===== config.mk =====
export PLATFORM = sky130hd
export DESIGN_NAME = exc_entry
export DESIGN_NICKNAME = d
export VERILOG_FILES = /design/src/hdl/exc_pkg.sv /design/src/hdl/exc_entry.sv
export SDC_FILE = /design/constraint.sdc
export NUM_CORES = 1
export LEC_CHECK = 0
export BUFFER_PORTS_ARGS = -buffer_cell sky130_fd_sc_hd__buf_2
export CAP_MARGIN = 10
export CORE_MARGIN = 5
export CORE_UTILIZATION = 55
export CTS_BUF_LIST = sky130_fd_sc_hd__clkbuf_4
export CTS_CLUSTER_DIAMETER = 120
export DETAILED_ROUTE_END_ITERATION = 10
export PLACE_DENSITY_LB_ADDON = 0.15
export REMOVE_ABC_BUFFERS = 1
export SYNTH_ARGS = -nofsm -noshare
export SYNTH_HDL_FRONTEND = slang
export SYNTH_SLANG_ARGS = --single-unit

===== constraint.sdc =====
create_clock -name MCLK -period 6.9 [get_ports MCLK]
set_input_delay 0 -clock MCLK [delete_from_list [all_inputs] [get_ports MCLK]]
set_output_delay 0 -clock MCLK [all_outputs]
set_load 0.02 [all_outputs]

===== src/hdl/exc_pkg.sv =====
// Purpose: shared types and constants of the exception entry block.
// Assumes: one CPU clock shared with decoder, break and interrupt units.
// Notes: status word layout, register offsets and event codes live here.
// Summary of operation
// - Reserved instruction: save, code 180, vector 100.
// - Top opcode nibble F means undefined instruction.
// - Control, return, TLB-load, sleep privileged; global base not.
// - Bad delay-slot instruction: code 1A0, branch PC, own PC if condition false.
// - Branches, trap, status loads illegal in slot.
// - Break saves next, target or own PC, code 1E0.
// - NMI edge: code 1C0, vector 600.
// - NMI ignores mask, wins, held by block.
// - External level taken when above mask, unblocked.
// - External code 200 plus level times 20.
// - On-chip source taken when priority exceeds mask.
// - Interrupt saves next or target PC and current status.
// - Block bit holds interrupts until cleared.
// - Sleep accepts interrupts despite block bit.
// - Blocked: no break; others jump to reset.
// - Return loads PC and status from saved copies.
// - Re-executing faults save own or branch PC.
// - Completed faults save next or target PC.
// - Reset: base zero, bits set, mask F.
// - Entry sets block, privilege and bank bits.
package exc_pkg;
  // Register byte offsets, low address bits only.
  localparam int ADDR_W = 8;
  localparam logic [7:0] OFS_VBASE = 8'h00;
  localparam logic [7:0] OFS_STATUS = 8'h04;
  localparam logic [7:0] OFS_SAVED_PC = 8'h08;
  localparam logic [7:0] OFS_SAVED_ST = 8'h0c;
  localparam logic [7:0] OFS_EXC_CODE = 8'h10;
  localparam logic [7:0] OFS_INT_CODE = 8'h14;
  // Status word field positions.
  localparam int ST_PRIV = 30;
  localparam int ST_BANK = 29;
  localparam int ST_BLOCK = 28;
  localparam int ST_MASK = 4;
  localparam logic [31:0] ENTRY_BITS = 32'h7000_0000;
  localparam logic [31:0] STATUS_RST = 32'h7000_00f0;
  localparam logic [31:0] VBASE_RST = 32'h0000_0000;
  localparam logic [31:0] RESET_PC = 32'ha000_0000;
  // Vector offsets and event codes.
  localparam logic [31:0] VEC_EXC = 32'h0000_0100;
  localparam logic [31:0] VEC_INT = 32'h0000_0600;
  localparam logic [11:0] EXP_RESV = 12'h180;
  localparam logic [11:0] EXP_SLOT = 12'h1a0;
  localparam logic [11:0] EXP_BRK = 12'h1e0;
  localparam logic [11:0] INT_NMI = 12'h1c0;
  localparam logic [11:0] LVL_BASE = 12'h200;
  localparam logic [11:0] LVL_STEP = 12'h020;
  localparam logic [3:0] UNDEF_NIB = 4'hf;
  localparam logic [1:0] RESP_OKAY = 2'h0;
  localparam logic [1:0] RESP_SLVERR = 2'h2;
  typedef enum logic {BS_IDLE = 1'b0, BS_BUSY = 1'b1} bus_st_t;
  typedef enum logic [1:0] {
    SRC_NONE = 2'h0, SRC_NMI = 2'h1, SRC_LVL = 2'h2, SRC_CHIP = 2'h3
  } src_t;
  typedef struct packed {
    logic [31:0] awaddr; logic awvalid;
    logic [31:0] wdata; logic [3:0] wstrb; logic wvalid;
    logic bready;
    logic [31:0] araddr; logic arvalid; logic rready;
  } axi_req_t;
  typedef struct packed {
    logic awready; logic wready;
    logic [1:0] bresp; logic bvalid;
    logic arready; logic [31:0] rdata; logic [1:0] rresp; logic rvalid;
  } axi_rsp_t;
  typedef struct packed {
    logic valid; logic [15:0] opcode; logic in_slot;
    logic ctrl_ld; logic ctrl_st; logic ctrl_gbase;
    logic ret_exc; logic tlb_ld; logic sleep; logic pc_write;
    logic dly_cond; logic cond_false;
    logic [31:0] pc; logic [31:0] next_pc;
    logic [31:0] branch_pc; logic [31:0] target_pc;
  } instr_t;
  typedef struct packed {logic req; logic post;} brk_t;
  typedef struct packed {
    logic req; logic [3:0] prio; logic [11:0] code;
  } onchip_t;
  typedef struct packed {logic valid; logic [31:0] pc;} redir_t;
  typedef struct packed {
    logic priv; logic bank; logic block; logic [3:0] mask;
  } stat_t;
  typedef struct packed {logic valid; src_t src;} ack_t;
endpackage


===== src/hdl/exc_entry.sv =====
// Purpose: exception and interrupt entry, return and reset state.
// Assumes: decoder presents one instruction boundary per valid cycle.
// Notes: hardware updates win over bus writes in the same cycle.
//
// Design decisions made here: the address map and the AXI4-Lite register port.
`timescale 1ns/1ps
module exc_entry (
  // Clock and reset.
  input logic MCLK,
  input logic RST_N,
  // Register bus.
  input exc_pkg::axi_req_t AXI_REQ,
  output exc_pkg::axi_rsp_t AXI_RSP,
  // Decoder, break and interrupt controller.
  input exc_pkg::instr_t INSTR,
  input exc_pkg::brk_t BRK,
  input exc_pkg::onchip_t ONCHIP,
  input logic SLEEP_MODE,
  // Asynchronous pins.
  input logic NMI_PIN,
  input logic [3:0] LVL_PIN,
  // Results.
  output exc_pkg::redir_t REDIRECT,
  output exc_pkg::stat_t STATUS,
  output exc_pkg::ack_t INT_ACK
);
  import exc_pkg::*;

  // Whole state of the block in one record.
  typedef struct packed {
    logic [31:0] vbase;
    logic [31:0] stw;
    logic [31:0] saved_pc;
    logic [31:0] saved_st;
    logic [11:0] exc_ev;
    logic [11:0] int_ev;
    logic [1:0] nmi_s;
    logic nmi_l;
    logic nmi_pend;
    logic [3:0] lvl_m;
    logic [3:0] lvl_s;
    logic redir;
    logic [31:0] rpc;
    logic ack;
    src_t src;
    bus_st_t ws;
    bus_st_t rs;
    logic aw_ok;
    logic w_ok;
    logic [ADDR_W-1:0] wa;
    logic [31:0] wd;
    logic [3:0] wbe;
    logic [1:0] bresp;
    logic [31:0] rdat;
    logic [1:0] rresp;
  } st_t;

  // State register and its next value.
  st_t s_q;
  st_t s_d;
  // Decoded status and instruction classes.
  logic blk;
  logic prv;
  logic [3:0] mask;
  logic undef;
  logic priv;
  logic upriv;
  logic slot_ill;
  logic resv;
  logic brk_go;
  logic multi;
  logic exc_go;
  logic ret_go;
  // Interrupt qualification terms.
  logic bound;
  logic nmi_edge;
  logic nmi_take;
  logic lvl_take;
  logic oc_take;
  logic int_go;
  logic sel_lvl;
  // Codes, saved program counters and bus strobes.
  logic [11:0] exc_code;
  logic [11:0] int_code;
  logic [31:0] reexec_pc;
  logic [31:0] done_pc;
  logic [31:0] exc_pc;
  logic aw_hs;
  logic w_hs;

  // Byte-lane merge of a bus write into a stored word.
  function automatic logic [31:0] merge(input logic [31:0] old,
    input logic [31:0] nw, input logic [3:0] be);
    logic [31:0] r;
    r = old;
    for (int k = 0; k < 4; k++) begin
      if (be[k]) begin
        r[8*k+:8] = nw[8*k+:8];
      end
    end
    return r;
  endfunction

  // Current status fields.
  assign blk = s_q.stw[ST_BLOCK];
  assign prv = s_q.stw[ST_PRIV];
  assign mask = s_q.stw[ST_MASK+:4];

  // Instruction classification at the boundary.
  assign undef = INSTR.opcode[15:12] == UNDEF_NIB;
  assign priv = ((INSTR.ctrl_ld | INSTR.ctrl_st) & ~INSTR.ctrl_gbase)
    | INSTR.ret_exc | INSTR.tlb_ld | INSTR.sleep;
  assign upriv = priv & ~prv;
  assign slot_ill = INSTR.valid & INSTR.in_slot
    & (undef | INSTR.pc_write | upriv);
  assign resv = INSTR.valid & ~INSTR.in_slot & (undef | upriv);
  assign brk_go = INSTR.valid & BRK.req & ~blk;
  assign multi = blk & (slot_ill | resv);
  assign exc_go = ~blk & (slot_ill | resv | brk_go);
  // A handler returns with the block bit set, so return ignores it.
  assign ret_go = INSTR.valid & INSTR.ret_exc & ~(slot_ill | resv)
    & ~brk_go;

  // Saved program counter selection.
  assign reexec_pc = INSTR.in_slot
    ? (INSTR.cond_false ? INSTR.pc : INSTR.branch_pc)
    : INSTR.pc;
  assign done_pc = INSTR.dly_cond
    ? (INSTR.cond_false ? INSTR.next_pc : INSTR.target_pc)
    : INSTR.next_pc;
  assign exc_pc = (slot_ill | resv) ? reexec_pc
    : (BRK.post ? done_pc : INSTR.pc);
  assign exc_code = slot_ill ? EXP_SLOT
    : (resv ? EXP_RESV : EXP_BRK);

  // Interrupt qualification; sleep overrides the block bit.
  assign bound = (INSTR.valid | SLEEP_MODE)
    & (~blk | SLEEP_MODE);
  assign nmi_edge = s_q.nmi_s[1] & ~s_q.nmi_l;
  assign nmi_take = s_q.nmi_pend;
  assign lvl_take = s_q.lvl_s > mask;
  assign oc_take = ONCHIP.req & (ONCHIP.prio > mask);
  assign int_go = bound & ~multi & ~exc_go & ~ret_go
    & (nmi_take | lvl_take | oc_take);
  assign sel_lvl = lvl_take & (~oc_take | s_q.lvl_s >= ONCHIP.prio);
  assign int_code = nmi_take ? INT_NMI
    : (sel_lvl ? LVL_BASE + 12'(s_q.lvl_s) * LVL_STEP
    : ONCHIP.code);

  // Bus handshakes.
  assign aw_hs = AXI_REQ.awvalid & AXI_RSP.awready;
  assign w_hs = AXI_REQ.wvalid & AXI_RSP.wready;

  // Next state: synchronisers, bus slave, then entry and return.
  always_comb begin
    s_d = s_q;
    s_d.redir = 1'b0;
    s_d.ack = 1'b0;
    s_d.nmi_s = {s_q.nmi_s[0], NMI_PIN};
    s_d.nmi_l = s_q.nmi_s[1];
    s_d.lvl_m = LVL_PIN;
    s_d.lvl_s = s_q.lvl_m;
    // A new edge is kept even in the cycle the old one is taken.
    s_d.nmi_pend = nmi_edge | (s_q.nmi_pend & ~(int_go & nmi_take));
    if (aw_hs) begin
      s_d.aw_ok = 1'b1;
      s_d.wa = AXI_REQ.awaddr[ADDR_W-1:0];
    end
    if (w_hs) begin
      s_d.w_ok = 1'b1;
      s_d.wd = AXI_REQ.wdata;
      s_d.wbe = AXI_REQ.wstrb;
    end
    if (s_q.ws == BS_IDLE && s_q.aw_ok && s_q.w_ok) begin
      s_d.aw_ok = 1'b0;
      s_d.w_ok = 1'b0;
      s_d.ws = BS_BUSY;
      s_d.bresp = RESP_OKAY;
      case (s_q.wa)
        OFS_VBASE: s_d.vbase = merge(s_q.vbase, s_q.wd, s_q.wbe);
        OFS_STATUS: s_d.stw = merge(s_q.stw, s_q.wd, s_q.wbe);
        OFS_SAVED_PC: s_d.saved_pc = merge(s_q.saved_pc, s_q.wd, s_q.wbe);
        OFS_SAVED_ST: s_d.saved_st = merge(s_q.saved_st, s_q.wd, s_q.wbe);
        OFS_EXC_CODE, OFS_INT_CODE: s_d.bresp = RESP_OKAY;
        default: s_d.bresp = RESP_SLVERR;
      endcase
    end else if (s_q.ws == BS_BUSY && AXI_REQ.bready) begin
      s_d.ws = BS_IDLE;
    end
    if (s_q.rs == BS_IDLE && AXI_REQ.arvalid) begin
      s_d.rs = BS_BUSY;
      s_d.rresp = RESP_OKAY;
      case (AXI_REQ.araddr[ADDR_W-1:0])
        OFS_VBASE: s_d.rdat = s_q.vbase;
        OFS_STATUS: s_d.rdat = s_q.stw;
        OFS_SAVED_PC: s_d.rdat = s_q.saved_pc;
        OFS_SAVED_ST: s_d.rdat = s_q.saved_st;
        OFS_EXC_CODE: s_d.rdat = {20'h00000, s_q.exc_ev};
        OFS_INT_CODE: s_d.rdat = {20'h00000, s_q.int_ev};
        default: begin
          s_d.rdat = 32'h0000_0000;
          s_d.rresp = RESP_SLVERR;
        end
      endcase
    end else if (s_q.rs == BS_BUSY && AXI_REQ.rready) begin
      s_d.rs = BS_IDLE;
    end
    // Entry and return override bus writes to the registers they load in the same cycle.
    if (multi) begin
      s_d.redir = 1'b1;
      s_d.rpc = RESET_PC;
    end else if (exc_go) begin
      s_d.saved_st = s_q.stw;
      s_d.stw = s_q.stw | ENTRY_BITS;
      s_d.saved_pc = exc_pc;
      s_d.exc_ev = exc_code;
      s_d.redir = 1'b1;
      s_d.rpc = s_q.vbase + VEC_EXC;
    end else if (ret_go) begin
      s_d.stw = s_q.saved_st;
      s_d.redir = 1'b1;
      s_d.rpc = s_q.saved_pc;
    end else if (int_go) begin
      s_d.saved_st = s_q.stw;
      s_d.stw = s_q.stw | ENTRY_BITS;
      s_d.saved_pc = done_pc;
      s_d.int_ev = int_code;
      s_d.redir = 1'b1;
      s_d.rpc = s_q.vbase + VEC_INT;
      s_d.ack = 1'b1;
      s_d.src = nmi_take ? SRC_NMI : (sel_lvl ? SRC_LVL : SRC_CHIP);
    end
  end

  // State register with reset values.
  always_ff @(posedge MCLK or negedge RST_N) begin
    if (!RST_N) begin
      s_q <= '0;
      s_q.vbase <= VBASE_RST;
      s_q.stw <= STATUS_RST;
      s_q.redir <= 1'b1;
      s_q.rpc <= RESET_PC;
      s_q.src <= SRC_NONE;
      s_q.ws <= BS_IDLE;
      s_q.rs <= BS_IDLE;
    end else begin
      s_q <= s_d;
    end
  end

  // Output assembly.
  assign REDIRECT = '{valid: s_q.redir, pc: s_q.rpc};
  assign STATUS = '{priv: s_q.stw[ST_PRIV], bank: s_q.stw[ST_BANK],
    block: s_q.stw[ST_BLOCK], mask: s_q.stw[ST_MASK+:4]};
  assign INT_ACK = '{valid: s_q.ack, src: s_q.src};
  assign AXI_RSP = '{
    awready: s_q.ws == BS_IDLE && !s_q.aw_ok,
    wready: s_q.ws == BS_IDLE && !s_q.w_ok,
    bresp: s_q.bresp, bvalid: s_q.ws == BS_BUSY,
    arready: s_q.rs == BS_IDLE, rdata: s_q.rdat,
    rresp: s_q.rresp, rvalid: s_q.rs == BS_BUSY};
endmodule


==> flow_summary.toml <==
[run_status]
status = "finished, violations left"
violations = "negative hold slack"

[cts]
clock_sinks = 273
cts_buffers = 73
clock_path_buffers = 3
cts_max_level = 3
clk_pin_slew_ns = 0.07
post-cts-setup-buffers = 0
cts_root_buffer = "clkbuf_4"
cts_resized = 0
cts_tree = "done"
clk_latency_ns = 0.71

[floorplan]
io_pins = 371
die_x_um = 175
std_cell_rows = 60
die_h_um = 175
core_area_sq_um = 27000
die-area_sq_um = 30700
start_util_pct = 55.8

[sta]
setup_tns_ns = 0
fin_crit_ns = 4.35
max_freq_mhz = 230
worstMarginPinSlew_ns = 1.31
setup_viol = 0
relSlewSlack_pct = 12.7
post-route-period-util_pct = 63.0
clock_skew_ns = 0.0690
finalMaxSlewViolations = 0
whs_ns = -0.0704
rsz0062_at_grt = "false"
hold_viol = 20

[place]
hpwl_mm = 30.5
port_buffers = 308
placed_cell_area_sq_um = 16300
place_congestion = 0.878

[finish]
drive_gt1_share_pct = 32.0
final_common_cell = "buf_2"
layout_common_cells = "307 x buf_2, 263 x dfrtp_1, 159 x dlygate4sd3_1, 130 x o21ai_0, 111 x clkbuf_4"
fin_area_sq_um = 18800
syn_to_final_growth_pct = 24.9
nets = 2125

[setup_path]
reg2reg_depth = 11
rrSetupSlack_ns = 2.55
required_ns = 7.49
startpoint = "STATUS[2]"
cp-end-kind = "register"
r2r_start = "STATUS[2]"
worstSetupStartpointType = "register"
crit_fanout = 46
r2r_end = "s_q[195]"
critPathKind = "register to register"
critPathArrivalTime_ns = 4.94

[grt]
grt_pass1_wl_mm = 78.3
grt_overflow = 0
grt_max_degree = 145
grt_usage_pct = 32.1
grt_antenna_before_repair = 1
grt_pass1_vias = 13900

[yosys]
synth_area_per_cell_sq_um = 10.5
synth_edf_count = 0
seq_area_frac_synth_pct = 45.5
async_reset_ff_share_pct = 100
synth.distinct_cells = 73
synth_ff_type = "dfrtp_1"
syn_inst = 1438
synth-seq-cells = 273
syn_area_sq_um = 15000
yosys_warnings = 0

[drt]
wirelength_mm = 50.5
firstDrtPassIters = 5
drtAntennaViolNets = 0
drtIter0Drc = 1130
wl_per_cell_um = 22.8
vias = 13600
viasPerCell = 6.14
drc_errors = 0

[worst_hold_path]
hp-class = "primary input to async pin"

[pwr]
leakagePower_nw = 8.91
max-vdd-ir-drop_mv = 0.330
powerDensity_nw_per_um2 = 329

[flow_run]
cap_violations = 0
-- through the flow --
| step | util, % | instances | power, mW | hold WS, ns | setup WS (ns) |
|---|---|---|---|---|---|
| 5_1_grt | 69.7 | 2216 | 6.51 | 0.0290 | 2.39 |
| 3_3_place_gp | 60.3 | 1930 | 4.36 | 0.110 | 3.09 |
| 4_1_cts | 69.7 | 2214 | 6.13 | 0.000172 | 2.67 |
| 2_1_floorplan | - | 1261 | 3.66 | -0.296 | 2.80 |
| 6_report | 69.7 | 2216 | 6.17 | -0.0704 | 2.55 |
| 3_5_place_dp | 60.3 | 1930 | 4.42 | 0.111 | 3.09 |
-- worst max path at each step --
stage	to	slack, ns	depth (start not counted)
after floorplan	REDIRECT[0]	2.80	4
after global placement	REDIRECT[4]	3.09	10
after detailed placement	REDIRECT[0]	3.09	10
after CTS	s_q[195]	2.67	11
after global routing	s_q[195]	2.39	11
final	s_q[195]	2.55	11
-- worst max-delay path, cell delays in order, from the launching register on --
cell	delay, ns
dfstp_2	0.58
inv_1	0.09
ha_1	0.33
a211oi_1	0.26
nand2_1	0.10
a21oi_1	0.24
a21o_1	0.20
buf_4	0.47
nand2_2	0.57
buf_4	0.53
o221ai_1	0.31
dlygate4sd3_1	0.58
-- flip-flops by register name, summed over array words and instances (netlist names) --
signal    count
INT_ACK       3
s_q         187
AXI_RSP      36
nmi_take      1
s_d           6
STATUS        7
REDIRECT     33
-- Yosys cell counts (26+ instances only) --
library cell,instances,area [sq um]
inv_1,26,97.6
buf_4,83,623
mux2i_1,104,1040
nor2_1,91,342
and2_1,46,288
nand2_1,106,398
mux2_2,106,1190
o221ai_1,66,578
dfrtp_1,263,6580
o21ai_0,130,651
a221o_1,48,480
a221oi_1,31,272
clkbuf_1,79,297
-- layer usage --
| metal | part of all wire [%] | global-route usage [%] | wire [um] |
|---|---|---|---|
| met5 | 0 | 0 | 0 |
| met4 | 2.5 | 9.75 | 1270 |
| met3 | 9.0 | 7.58 | 4560 |
| met2 | 48 | 52.6 | 24100 |
| met1 | 41 | 42.9 | 20600 |
-- cell families (layout without fill, tap and decap cells) --
family	count (synthesis)	after routing	synth area share, %
multiplexers	211	211	14.9
adder cells (fa/ha/maj)	15	15	1.25
buffers and inverters	205	639	7.29
AO/OA/AOI/OAI	379	379	18.5
other	1	4	0.0249
flip-flops	273	273	45.5
AND/OR/NAND/NOR	331	331	11.2
XOR/XNOR	23	23	1.34
-- area by class of cell --
class	count	area (sq um)
Antenna cell	2	5.00
Clock buffer	111	833
Clock inverter	14	88.8
Fill cell	2046	8170
Inverter	27	103
Multi-Input combinational cell	961	7170
Sequential cell	273	6840
Tap cell	341	427
Timing Repair Buffer	487	3310
-- report_power, final --
group / internal [mW] / switching [mW]
combinational: 0.966 / 1.04
sequential: 2.13 / 0.581
clock: 0.769 / 0.684
total: 3.87 / 2.31
-- what timing repair did --
| action | CTS | global route |
|---|---|---|
| endpoints found under the hold margin | 236 | 0 |
| hold buffers | 159 | 0 |
| setup endpoints to repair | 0 | 0 |
Note: power is estimated with default switching activity, not from simulation.
